File: src/rtl/llem_pkg.sv
// package of constants for the line loss and error maintenance block
package llem_pkg;
    // ==================================================
    // register offsets
    localparam logic [7:0] LLEM_RX_CODE_OFS = 8'h28;
    localparam logic [7:0] LLEM_RX_LEVEL_OFS = 8'h29;
    localparam logic [7:0] LLEM_SLICER_OFS = 8'h2a;
    localparam logic [7:0] LLEM_LOOP_OFS = 8'h2b;
    localparam logic [7:0] LLEM_ALARM_OFS = 8'h2c;
    localparam logic [7:0] LLEM_ERRCTL_OFS = 8'h31;
    localparam logic [7:0] LLEM_CNT_LO_OFS = 8'h40;
    localparam logic [7:0] LLEM_CNT_HI_OFS = 8'h41;
    localparam logic [7:0] LLEM_STATUS_OFS = 8'h42;
    // ==================================================
    // reset values
    localparam logic [7:0] LLEM_RX_LEVEL_RST = 8'h15;
    localparam logic [7:0] LLEM_SLICER_RST = 8'h18;
    // ==================================================
    // field positions
    localparam int LLEM_LONG_HAUL_BIT = 6;
    localparam int LLEM_CRIT_BIT = 2;
    localparam int LLEM_RX_ONES_BIT = 1;
    localparam int LLEM_TX_ONES_BIT = 0;
    localparam int LLEM_BPV_BIT = 6;
    localparam int LLEM_ZCRIT_BIT = 4;
    localparam int LLEM_MODE_BIT = 1;
    localparam int LLEM_TRF_BIT = 0;
    // ==================================================
    // levels and counts
    localparam logic [5:0] LLEM_Q_BASE_DB = 6'h04;
    localparam logic [5:0] LLEM_Q_MAX_DB = 6'h30;
    localparam logic [5:0] LLEM_HYST_DB = 6'h04;
    localparam logic [4:0] LLEM_Q_SAT_CODE = 5'h16;
    localparam logic [11:0] LLEM_SH_DECLARE_MV = 12'd800;
    localparam logic [11:0] LLEM_SH_CLEAR_MV = 12'd1000;
    localparam logic [10:0] LLEM_DECL_SHORT = 11'd175;
    localparam logic [10:0] LLEM_DECL_LONG = 11'd1544;
    localparam logic [6:0] LLEM_CLR_WINDOW = 7'd127;
    localparam logic [7:0] LLEM_MIN_ONES = 8'd16;
    localparam logic [7:0] LLEM_MAX_ZRUN = 8'd100;
    localparam logic [7:0] LLEM_Z_B8ZS = 8'd7;
    localparam logic [7:0] LLEM_Z_AMI_ANSI = 8'd15;
    localparam logic [7:0] LLEM_Z_AMI_FCC = 8'd80;
    localparam logic [1:0] LLEM_CNT_ON = 2'b01;
    localparam logic [5:0] LLEM_GAIN_HI_DB = 6'd22;
    localparam int LLEM_CLK_HZ = 25000000;
    localparam int LLEM_REPORT_S = 1;
    localparam int LLEM_REPORT_CYC = LLEM_CLK_HZ * LLEM_REPORT_S;
endpackage

File: src/rtl/llem_top.sv
// line supervision, loopback and excessive-zero maintenance logic
//
// Design decision made here: the strobed register port.
`timescale 1ns/1ps
`default_nettype none
// Functional notes
// (RL1) long haul: code sets -4..-48 dB threshold
// (RL2) slicer mark at 40/50/60/70% of peak
// (RL3) peak window 32/64/128/256 bit periods
// (RL4) monitor gain 0 or 22 dB
// (RL5) six independent loopback enables
// (RL6) declare after 175 or 1544 low bits
// (RL7) short haul: declare below 800, clear above 1000
// (RL8) long haul: clear needs 4 dB hysteresis
// (RL9) clear needs density and zero-run in 128 bits
// (RL10) receive all ones during loss if enabled
// (RL11) transmit all ones during loss if enabled
// (RL12) one violation per rising insert bit
// (RL13) zero limit 15 AMI, 7 B8ZS
// (RL14) alternate criterion: 80 AMI, 7 B8ZS
// (RL15) count errors only when enable field 01
// (RL16) manual mode: snapshot on rising transfer bit
// (RL17) auto mode: snapshot once per second
// (RL18) line code bit picks B8ZS or AMI
// (RL19) equalizer bit picks long or short haul
// (RL20) software toggles transfer bit per snapshot
// (RL21) low-bit counter restarts, reset clears loss
// (RL22) error counter saturates until transfer
module llem_top #(
    parameter int REPORT_CYC = llem_pkg::LLEM_REPORT_CYC
) (
    // clock and reset
    input  wire logic        clk,
    input  wire logic        resetn,
    // register port
    input  wire logic [7:0]  reg_addr,
    input  wire logic [7:0]  reg_wdata,
    input  wire logic        reg_wr,
    input  wire logic        reg_rd,
    output logic      [7:0]  reg_rdata,
    // analog front end measurements
    input  wire logic [11:0] rx_amp_mv,
    input  wire logic [5:0]  rx_atten_db,
    // bit stream, same clock
    input  wire logic        bit_tick,
    input  wire logic        rx_data,
    input  wire logic        tx_data,
    // stream outputs
    output logic             rx_data_out,
    output logic             tx_data_out,
    output logic             tx_bpv,
    output logic             rx_mark,
    output logic             loss_of_signal,
    // analog settings
    output logic      [11:0] slice_level_mv,
    output logic      [5:0]  loss_thresh_db,
    output logic      [5:0]  monitor_gain_db,
    // loopback enables
    output logic             local_digital_loop1_en,
    output logic             system_local_loop_en,
    output logic             system_remote_loop_en,
    output logic             remote_loop_en,
    output logic             analog_loop_en,
    output logic             local_digital_loop2_en
);
    import llem_pkg::*;

    // ==================================================
    // registers
    logic [7:0]  code_q, level_q, slicer_q, loop_q, alarm_q, errctl_q;
    logic [15:0] snap_q;
    logic        los_q;
    logic        long_haul_sel, rx_line_code_sel, loss_criterion_sel;
    logic        zero_limit_criterion, report_mode_sel;
    logic [1:0]  zero_count_enable;
    logic [4:0]  loss_threshold_sel;

    assign rx_line_code_sel = code_q[0];
    assign long_haul_sel = level_q[LLEM_LONG_HAUL_BIT];
    assign loss_threshold_sel = level_q[4:0];
    assign loss_criterion_sel = alarm_q[LLEM_CRIT_BIT];
    assign zero_limit_criterion = errctl_q[LLEM_ZCRIT_BIT];
    assign zero_count_enable = errctl_q[3:2];
    assign report_mode_sel = errctl_q[LLEM_MODE_BIT];

    // register writes
    always_ff @(posedge clk or negedge resetn) begin
        if (!resetn) begin
            code_q   <= 8'h00;
            level_q  <= LLEM_RX_LEVEL_RST;
            slicer_q <= LLEM_SLICER_RST;
            loop_q   <= 8'h00;
            alarm_q  <= 8'h00;
            errctl_q <= 8'h00;
        end else if (reg_wr) begin
            unique case (reg_addr)
                LLEM_RX_CODE_OFS:  code_q <= {7'h00, reg_wdata[0]};
                LLEM_RX_LEVEL_OFS: level_q <= reg_wdata & 8'h5f;
                LLEM_SLICER_OFS:   slicer_q <= reg_wdata & 8'h3f;
                LLEM_LOOP_OFS:     loop_q <= reg_wdata & 8'h77; // RL5
                LLEM_ALARM_OFS:    alarm_q <= reg_wdata & 8'h07;
                LLEM_ERRCTL_OFS:   errctl_q <= reg_wdata & 8'h5f;
                default: ;
            endcase
        end
    end

    // read data, one cycle after the strobe; unmapped reads zero
    always_ff @(posedge clk or negedge resetn) begin
        if (!resetn) begin
            reg_rdata <= 8'h00;
        end else if (reg_rd) begin
            unique case (reg_addr)
                LLEM_RX_CODE_OFS:  reg_rdata <= code_q;
                LLEM_RX_LEVEL_OFS: reg_rdata <= level_q;
                LLEM_SLICER_OFS:   reg_rdata <= slicer_q;
                LLEM_LOOP_OFS:     reg_rdata <= loop_q;
                LLEM_ALARM_OFS:    reg_rdata <= alarm_q;
                LLEM_ERRCTL_OFS:   reg_rdata <= errctl_q;
                LLEM_CNT_LO_OFS:   reg_rdata <= snap_q[7:0];
                LLEM_CNT_HI_OFS:   reg_rdata <= snap_q[15:8];
                LLEM_STATUS_OFS:   reg_rdata <= {7'h00, los_q};
                default:           reg_rdata <= 8'h00;
            endcase
        end else begin
            reg_rdata <= 8'h00;
        end
    end

    // loopback enables straight from the control register
    always_ff @(posedge clk or negedge resetn) begin
        if (!resetn) begin
            local_digital_loop1_en <= 1'b0;
            system_local_loop_en   <= 1'b0;
            system_remote_loop_en  <= 1'b0;
            remote_loop_en         <= 1'b0;
            analog_loop_en         <= 1'b0;
            local_digital_loop2_en <= 1'b0;
        end else begin
            local_digital_loop1_en <= loop_q[6]; // RL5
            system_local_loop_en   <= loop_q[5]; // RL5
            system_remote_loop_en  <= loop_q[4]; // RL5
            remote_loop_en         <= loop_q[2]; // RL5
            analog_loop_en         <= loop_q[1]; // RL5
            local_digital_loop2_en <= loop_q[0]; // RL5
        end
    end

    // ==================================================
    // front end measurements pass two flops
    logic [11:0] amp_s1_q, amp_q;
    logic [5:0]  att_s1_q, att_q;

    always_ff @(posedge clk or negedge resetn) begin
        if (!resetn) begin
            amp_s1_q <= 12'h000;
            amp_q    <= 12'h000;
            att_s1_q <= 6'h00;
            att_q    <= 6'h00;
        end else begin
            amp_s1_q <= rx_amp_mv;
            amp_q    <= amp_s1_q;
            att_s1_q <= rx_atten_db;
            att_q    <= att_s1_q;
        end
    end

    // ==================================================
    // thresholds and analog settings
    logic [5:0] q_db;
    logic [3:0] pct_tenths;
    logic [7:0] win_last;

    always_comb begin
        if (loss_threshold_sel >= LLEM_Q_SAT_CODE) begin
            q_db = LLEM_Q_MAX_DB; // RL1
        end else begin
            q_db = LLEM_Q_BASE_DB + {loss_threshold_sel, 1'b0}; // RL1
        end
        pct_tenths = 4'd4 + {2'b00, slicer_q[5:4]}; // RL2
        win_last = 8'((32 << slicer_q[3:2]) - 1); // RL3
    end

    always_ff @(posedge clk or negedge resetn) begin
        if (!resetn) begin
            loss_thresh_db  <= 6'h00;
            monitor_gain_db <= 6'h00;
        end else begin
            loss_thresh_db <= long_haul_sel ? q_db : 6'h00; // RL19
            // reserved gain codes fall back to 0 dB
            monitor_gain_db <= (slicer_q[1:0] == 2'b01) ? LLEM_GAIN_HI_DB : 6'h00; // RL4
        end
    end

    // ==================================================
    // peak observation and data slicer
    logic [7:0]  win_cnt_q;
    logic [11:0] run_max_q, peak_q;
    logic [15:0] slice_prod;

    assign slice_prod = 16'(peak_q * pct_tenths);

    always_ff @(posedge clk or negedge resetn) begin
        if (!resetn) begin
            win_cnt_q <= 8'h00;
            run_max_q <= 12'h000;
            peak_q    <= 12'h000;
        end else if (bit_tick) begin
            if (win_cnt_q >= win_last) begin
                win_cnt_q <= 8'h00; // RL3
                peak_q    <= (amp_q > run_max_q) ? amp_q : run_max_q;
                run_max_q <= 12'h000;
            end else begin
                win_cnt_q <= win_cnt_q + 8'h01;
                if (amp_q > run_max_q) begin
                    run_max_q <= amp_q;
                end
            end
        end
    end

    always_ff @(posedge clk or negedge resetn) begin
        if (!resetn) begin
            slice_level_mv <= 12'h000;
            rx_mark        <= 1'b0;
        end else begin
            slice_level_mv <= 12'(slice_prod / 16'd10); // RL2
            rx_mark        <= amp_q > slice_level_mv; // RL2
        end
    end

    // ==================================================
    // loss of signal declare and clear
    logic        low_cond, clr_cond;
    logic [10:0] low_cnt_q, decl_cnt;
    logic [6:0]  cwin_q;
    logic [7:0]  ones_q, zrun_q;
    logic        cwin_ok_q;

    always_comb begin
        if (long_haul_sel) begin
            low_cond = att_q > q_db; // RL8
            clr_cond = att_q < (q_db - LLEM_HYST_DB); // RL8
        end else begin
            low_cond = amp_q < LLEM_SH_DECLARE_MV; // RL7
            clr_cond = amp_q > LLEM_SH_CLEAR_MV; // RL7
        end
        decl_cnt = loss_criterion_sel ? LLEM_DECL_LONG : LLEM_DECL_SHORT; // RL6
    end

    // consecutive low-level bit counter
    always_ff @(posedge clk or negedge resetn) begin
        if (!resetn) begin
            low_cnt_q <= 11'h000; // RL21
        end else if (bit_tick) begin
            if (!low_cond) begin
                low_cnt_q <= 11'h000; // RL21
            end else if (low_cnt_q < decl_cnt) begin
                low_cnt_q <= low_cnt_q + 11'h001;
            end
        end
    end

    // 128-bit clear window: level, density and zero run
    always_ff @(posedge clk or negedge resetn) begin
        if (!resetn) begin
            cwin_q    <= 7'h00;
            ones_q    <= 8'h00;
            zrun_q    <= 8'h00;
            cwin_ok_q <= 1'b1;
            los_q     <= 1'b0; // RL21
        end else if (bit_tick) begin
            if (!los_q) begin
                cwin_q    <= 7'h00;
                ones_q    <= 8'h00;
                zrun_q    <= 8'h00;
                cwin_ok_q <= 1'b1;
                if (low_cond && low_cnt_q + 11'h001 >= decl_cnt) begin
                    los_q <= 1'b1; // RL6
                end
            end else if (cwin_q == LLEM_CLR_WINDOW) begin
                // RL9
                if (cwin_ok_q && clr_cond && zrun_q < LLEM_MAX_ZRUN
                    && ones_q + {7'h00, rx_data} >= LLEM_MIN_ONES) begin
                    los_q <= 1'b0;
                end
                cwin_q    <= 7'h00;
                ones_q    <= 8'h00;
                zrun_q    <= 8'h00;
                cwin_ok_q <= 1'b1;
            end else begin
                cwin_q <= cwin_q + 7'h01;
                ones_q <= ones_q + {7'h00, rx_data};
                zrun_q <= rx_data ? 8'h00 : zrun_q + 8'h01;
                if (!clr_cond || (!rx_data && zrun_q + 8'h01 >= LLEM_MAX_ZRUN)) begin
                    cwin_ok_q <= 1'b0; // RL9
                end
            end
        end
    end

    // ==================================================
    // all-ones insertion and violation insertion
    logic bpv_in_q, bpv_pend_q;

    always_ff @(posedge clk or negedge resetn) begin
        if (!resetn) begin
            rx_data_out    <= 1'b0;
            tx_data_out    <= 1'b0;
            loss_of_signal <= 1'b0;
        end else begin
            loss_of_signal <= los_q;
            rx_data_out    <= rx_data | (los_q & alarm_q[LLEM_RX_ONES_BIT]); // RL10
            tx_data_out    <= tx_data | (los_q & alarm_q[LLEM_TX_ONES_BIT]); // RL11
        end
    end

    // rising insert bit arms one violation for the next transmit bit
    always_ff @(posedge clk or negedge resetn) begin
        if (!resetn) begin
            bpv_in_q   <= 1'b0;
            bpv_pend_q <= 1'b0;
            tx_bpv     <= 1'b0;
        end else begin
            bpv_in_q <= errctl_q[LLEM_BPV_BIT];
            tx_bpv   <= bit_tick & bpv_pend_q; // RL12
            if (errctl_q[LLEM_BPV_BIT] && !bpv_in_q) begin
                bpv_pend_q <= 1'b1; // RL12
            end else if (bit_tick) begin
                bpv_pend_q <= 1'b0;
            end
        end
    end

    // ==================================================
    // excessive zeros and error counting
    logic [7:0]  exz_run_q, z_limit;
    logic        exz_event, trf_q, snap_now, sec_tick;
    logic [15:0] exz_cnt_q;
    logic [31:0] sec_cnt_q;

    always_comb begin
        if (!rx_line_code_sel) begin
            z_limit = LLEM_Z_B8ZS; // RL13 RL14 RL18
        end else if (zero_limit_criterion) begin
            z_limit = LLEM_Z_AMI_FCC; // RL14
        end else begin
            z_limit = LLEM_Z_AMI_ANSI; // RL13
        end
        exz_event = bit_tick && !rx_data && exz_run_q == z_limit;
        sec_tick = sec_cnt_q == 32'(REPORT_CYC - 1);
        snap_now = report_mode_sel ? sec_tick // RL17
                 : (errctl_q[LLEM_TRF_BIT] && !trf_q); // RL16 RL20
    end

    always_ff @(posedge clk or negedge resetn) begin
        if (!resetn) begin
            exz_run_q <= 8'h00;
        end else if (bit_tick) begin
            if (rx_data) begin
                exz_run_q <= 8'h00;
            end else if (exz_run_q != 8'hff) begin
                exz_run_q <= exz_run_q + 8'h01;
            end
        end
    end

    // one second timer for auto report
    always_ff @(posedge clk or negedge resetn) begin
        if (!resetn) begin
            sec_cnt_q <= 32'h0;
        end else if (!report_mode_sel || sec_tick) begin
            sec_cnt_q <= 32'h0;
        end else begin
            sec_cnt_q <= sec_cnt_q + 32'h1;
        end
    end

    // internal counter, snapshot and restart; a same-cycle event counts
    always_ff @(posedge clk or negedge resetn) begin
        if (!resetn) begin
            trf_q     <= 1'b0;
            exz_cnt_q <= 16'h0000;
            snap_q    <= 16'h0000;
        end else begin
            trf_q <= errctl_q[LLEM_TRF_BIT];
            if (snap_now) begin
                snap_q    <= exz_cnt_q; // RL16 RL17
                exz_cnt_q <= {15'h0000, exz_event && zero_count_enable == LLEM_CNT_ON};
            end else if (exz_event && zero_count_enable == LLEM_CNT_ON // RL15
                         && exz_cnt_q != 16'hffff) begin
                exz_cnt_q <= exz_cnt_q + 16'h0001; // RL22
            end
        end
    end
endmodule
`default_nettype wire

File: config.mk
export PLATFORM = sky130hd
export DESIGN_NAME = llem_top
export DESIGN_NICKNAME = d
export VERILOG_FILES = /design/src/rtl/llem_pkg.sv /design/src/rtl/llem_top.sv
export SDC_FILE = /design/constraint.sdc
export NUM_CORES = 1
export LEC_CHECK = 0
export ABC_AREA = 0
export CAP_MARGIN = 15
export CORE_MARGIN = 2
export CORE_UTILIZATION = 50
export CTS_CLUSTER_SIZE = 40
export DETAILED_ROUTE_END_ITERATION = 7
export DONT_BUFFER_PORTS = 1
export PLACE_DENSITY = 0.68
export SYNTH_ARGS = -nofsm -noshare
export SYNTH_HDL_FRONTEND = slang
export SYNTH_SLANG_ARGS = --single-unit
File: constraint.sdc
create_clock -name clk -period 5.7 [get_ports clk]
set_input_delay 1.14 -clock clk [delete_from_list [all_inputs] [get_ports clk]]
set_output_delay 1.14 -clock clk [all_outputs]
set_load 0.02 [all_outputs]
; Yosys cells after proc, flatten, opt, wreduce, memory -nomap -nowiden
; Cells that the tools add are included.
[totals]
out_inout_bits = 43
in_bits = 41
wordCells = 160
ff_bits = 249
[op_classes]
n_lt_le_gt_ge = 13
div_mod_pow = 1
mul = 1
n_reduce_logical = 31
shifts = 1
n_eq_ne = 18
addsub = 12
muxes = 37
bitwise_logic = 5
[ops]
columns = operator, n
row1 = $mux 8, 9
row2 = $pmux 8 s9, 1
row3 = $eq 8x6->1 const B, 6
row4 = $mux 11, 3
row5 = $add 32x1->32 const B, 1
row6 = $eq 32x25->1 const B, 1
row7 = $mux 16, 2
row8 = $mux 32, 1
row9 = $mux 7, 4
row10 = $add 8x1->8 const B, 3
row11 = $eq 8x7->1 const B, 3
row12 = $gt 12x12->1, 2
row13 = $mux 12, 2
row14 = $reduce_and 2->1, 10
row15 = $add 16x1->16 const B, 1
row16 = $div 16x4->16 const B, 1
row17 = $mul 12x4->16, 1
row18 = $ne 16x16->1 const B, 1
row19 = $gt 12x10->1 const B, 1
row20 = $lt 12x10->1 const B, 1
row21 = $mux 1, 12
row22 = $mux 6, 2
row23 = $add 11x1->11 const B, 1
row24 = $ge 11x11->1, 1
row25 = 28 further kinds, 49

; Depth between registers and ports, before layout
[depth]
word_depth = 11
ltp_mapped = 31
mapped_depth_nobuf = 25

; Worst setup path after synthesis
; OpenSTA, ideal clock, no wires.
[synth_path]
path_type = register -> register
startpoint = register slicer_q[5]
endpoint = register slice_level_mv[0]
setup_ns = 0.135
synth_period_minus_slack_ns = 6.103
path_stages_with_launch = 29
setup_slack_ns = -0.403
n_path_buf = 4
t_required_ns = 5.565
arrival_ns = 5.969
path_cell_list = dfrtp_1 > clkbuf_1 > and2_1 > ha_1 > inv_1 > fa_1 > inv_1 > ha_1 > buf_6 > a21o_1 > a2111oi_4 > a211oi_1 > or3_4 > and2_4 > buf_6 > o31ai_4 > nand2_2 > a21o_1 > buf_6 > o31ai_1 > a2111oi_0 > o211a_2 > nor2_8 > mux2i_1 > o221ai_1 > a211oi_4 > nor2_1 > a2111oi_2 > a211oi_1
[synth_via]
elab_chain_cells = 3
[synth_rtl]
columns = item, line
row1 = "start, declared", llem_top.sv:70  ; logic [7:0] code_q, level_q, slicer_q, loop_q, alarm_q, errctl_q;
row2 = "start signal, assigned", llem_top.sv:99  ; LLEM_SLICER_OFS: slicer_q <= reg_wdata & 8'h3f;
row3 = $add 3x2->4, llem_top.sv:180  ; pct_tenths = 4'd4 + {2'b00, slicer_q[5:4]};
row4 = $mul 12x4->16, llem_top.sv:201  ; assign slice_prod = 16'(peak_q * pct_tenths);
row5 = $div 16x4->16, llem_top.sv:227  ; slice_level_mv <= 12'(slice_prod / 16'd10);
row6 = "end signal, assigned", llem_top.sv:227
row7 = "end, declared", llem_top.sv:55  ; output logic [11:0] slice_level_mv,
; No other way between the ends.
; A chain may end at the register's enable or synchronous reset.

; Worst setup path after layout
[layout_path]
startpoint = register slicer_q[5]
endpoint = register slice_level_mv[1]
; The elaborated chain is that of the path after synthesis.

==> results.yml <==
outcome:
  status: "finished, violations left"
  violations: "setup timing"
route:
  drt_iter0_markers: 695
  viasPerCell: 5.71
  drt_pre_antenna_iters: 5
  num_vias: 11800
  remaining_drc_errors: 0
  wl_per_cell_um: 17.1
  ant_nets: 0
  routed_wl_mm: 35.4
cells_and_area:
  final-instance-count-excl-fill: 2074
  layout-drive-gt1-share_pct: 26.4
  fin_area_um2: 18100
  areaGrowthSynthToFinish_pct: 23.3
  fin_nets: 1812
  fin_util_pct: 62.8
  final_common_cell: "dfrtp_1"
  final_cell_mix: "dfrtp_1, buf_4, nand2_1, nor2_1, ha_1"
  antenna_cells: 0
setup_path:
  path_class: "flop to flop"
  reg2reg_depth: 26
  cp_slowest_cell: "fa_2"
  worstSetupStartpoint: "slicer_q[5]"
  start_kind: "flop"
  cp-end-kind: "flop"
  path_max_fanout: 8
  required_ns: 6.12
  worst_r2r_startpoint: "slicer_q[5]"
  endpoint: "slice_level_mv[1]"
  max_stage_delay_ns: 0.55
  timing.rr.end: "slice_level_mv[1]"
  arrival_ns: 6.66
  r2r_slack_ns: -0.54
yosys:
  ys_types: 102
  synth_top_flop_cell: "dfrtp_1"
  synth_warnings: 0
  netlist_area_um2: 14700
  ys_seq_area_share_pct: 41.6
  synth-edff-count: 0
  yosysTopAreaCellShare_pct: 40.5
  ys_ff_latch: 244
  synth_async_sr_flop_share_pct: 100
  synthMuxAreaShare_pct: 6.05
  synth-xor-area-share_pct: 5.30
  synth-simple-area-share_pct: 16.9
  yosys.area.top_type: "dfrtp_1"
  synth_top_family_by_area: "simple AND/OR/NAND/NOR gates"
  postSynthAreaPerCell_um2: 9.75
  synth_fa_ha_area_share_pct: 8.94
  synth_cells: 1508
  synth_compound_area_share_pct: 16.7
  synthTopCellsByArea: "dfrtp_1, ha_1, mux2_2"
timing:
  rsz0062_at_grt: "yes"
  finalSetupViolCount: 3
  tightest_slew_ns: 1.35
  fmaxAchievable_ghz: 0.160
  min_period_ns: 6.24
  clock_skew_ns: 0.0180
  slew_violations: 0
  relSlewSlack_pct: 9.36
  fin_crit_sh_pct: 109
  hold_viol_final: 0
  layout_setup_ws_ns: -0.538
cts:
  cts_buffer_depth: 3
  clkTransAtPathRegs_ns: 0.06
  cts_htree_levels: 1
  ctsRootBufferMaster: "clkbuf_16"
  cts.sinks: 244
  tritoncts: "done"
  numCtsBuffers: 26
  insertion_delay_ns: 0.53
place:
  hpwlAfterDp_mm: 24.3
  place_congestion: 0.881
  portBuffers: 0
  place_ws_ns: -0.812
  placed_cells: 1981
  dpl_cell_area_um2: 16100
worst_hold_path:
  min_path_type: "input pin to async pin"
power_and_ir_drop:
  p_per_area_nw_per_um2: 606
  ir_drop_mv: 0.696
  p_leak_uw: 0.00825
grt:
  use_met2_pct: 38.9
  top_usage_layer: "met2"
  antenna_found_initial: 0
  grt_pass1_vias: 11800
  grt_max_degree: 245
  grt_overflow: 0
  use_met1_pct: 30.8
  grt_usage_pct: 23.0
  use_met3_pct: 2.73
  grt_pass1_wl_mm: 58.8
die:
  die_h_um: 175
  initial_core_util_pct: 50.9
  die-area_um2: 30800
  coreArea_um2: 28900
  die_w_um: 175
  rows: 62
  ios: 84
run:
  cap_violations: 0
[cells by family after synthesis]
kind of cell | after synthesis
compound gates | 341
xor+xnor | 89
fa+ha+maj | 99
buf+inv | 149
flops | 244
mux | 81
other cells | 1
simple gates | 504
[layer usage]
layer	share of wire (%)	routed length, um
met5	0	0
met4	3.2	1120
met3	3.8	1360
met2	49	17200
met1	44	15700
[synth_stat cells, drive strengths merged, types with 24 or more instances]
master and instances:
nand2 131, nand3 52, nor2 130, mux2 53
a21oi 66, mux2i 27, xnor2 36, buf 26
and2 24, o21ai 86, dfrtp 238, and3 33
nand4 25, clkbuf 40, ha 89, nor3 32
inv 83, xor2 53
[state kept, by name, indices dropped and copies added (netlist names), 3 cells and up]
name            flops
alarm_q             3
slicer_q            6
snap_q             16
level_q             6
amp_s1_q           12
low_cnt_q          11
run_max_q          12
win_cnt_q           8
att_s1_q            6
att_q               6
loss_thresh_db      5
errctl_q            6
reg_rdata           8
cwin_q              7
exz_run_q           8
amp_q              12
exz_cnt_q          16
ones_q              8
zrun_q              8
sec_cnt_q          32
slice_level_mv     12
peak_q             12
loop_q              6
[layout make-up]
class	instances	area, um^2
repair buffers	198	1620
inverters	83	314
multi-input cells	1119	8730
well taps	384	480
clock inverters	5	56.3
clock buffers	41	798
fillers	2338	10700
flip-flops and latches	244	6110
[how the worst min path moves through the flow]
stage / endpoint / cells past startpoint / slack, ns
detailed placement: att_q[1] / 0 / 0.34
floorplan: amp_q[0] / 0 / 0.33
CTS: slice_level_mv[10] / 0 / 0.30
global placement: amp_q[7] / 0 / 0.33
global route: sec_cnt_q[22] / 0 / 0.31
finish: sec_cnt_q[25] / 0 / 0.33
[repair_timing]
| action | in CTS | in global routing |
|---|---|---|
| endpoints found under the setup margin | 4 | 4 |
| setup buffers | 40 | 8 |
| hold buffers | 0 | 0 |
| cloned | 1 | 0 |
| pin swaps | 84 | 36 |
| gates resized for setup | 140 | 30 |
[stage by stage]
stage | setup TNS [ns] | power (uW) | hold slack, ns
floorplan | -0.325 | 5670 | 0.331
global placement | -1.61 | 7400 | 0.334
detailed placement | -1.95 | 7490 | 0.337
CTS | -0.706 | 10400 | 0.299
global route | -2.13 | 11700 | 0.306
finish | -1.33 | 11000 | 0.333
[power by group]
| group | internal, uW | total, uW | switching [uW] | leakage [uW] |
|---|---|---|---|---|
| clock | 1000 | 1670 | 670 | 0.000418 |
| sequential | 1950 | 2190 | 231 | 0.00321 |
| combinational | 3570 | 7120 | 3550 | 0.00463 |
| total | 6520 | 11000 | 4450 | 0.00825 |
[worst max-delay path, delay by kind of cell, from the launching register on]
family,cells,cell delay [ns]
buffers and inverters,5,0.51
muxes,1,0.13
adders and majority gates,3,1.11
AOI/OAI and AO/OA,14,3.20
DFF,1,0.45
and+or+nand+nor,3,0.72
(Power assumes the default switching activity.)
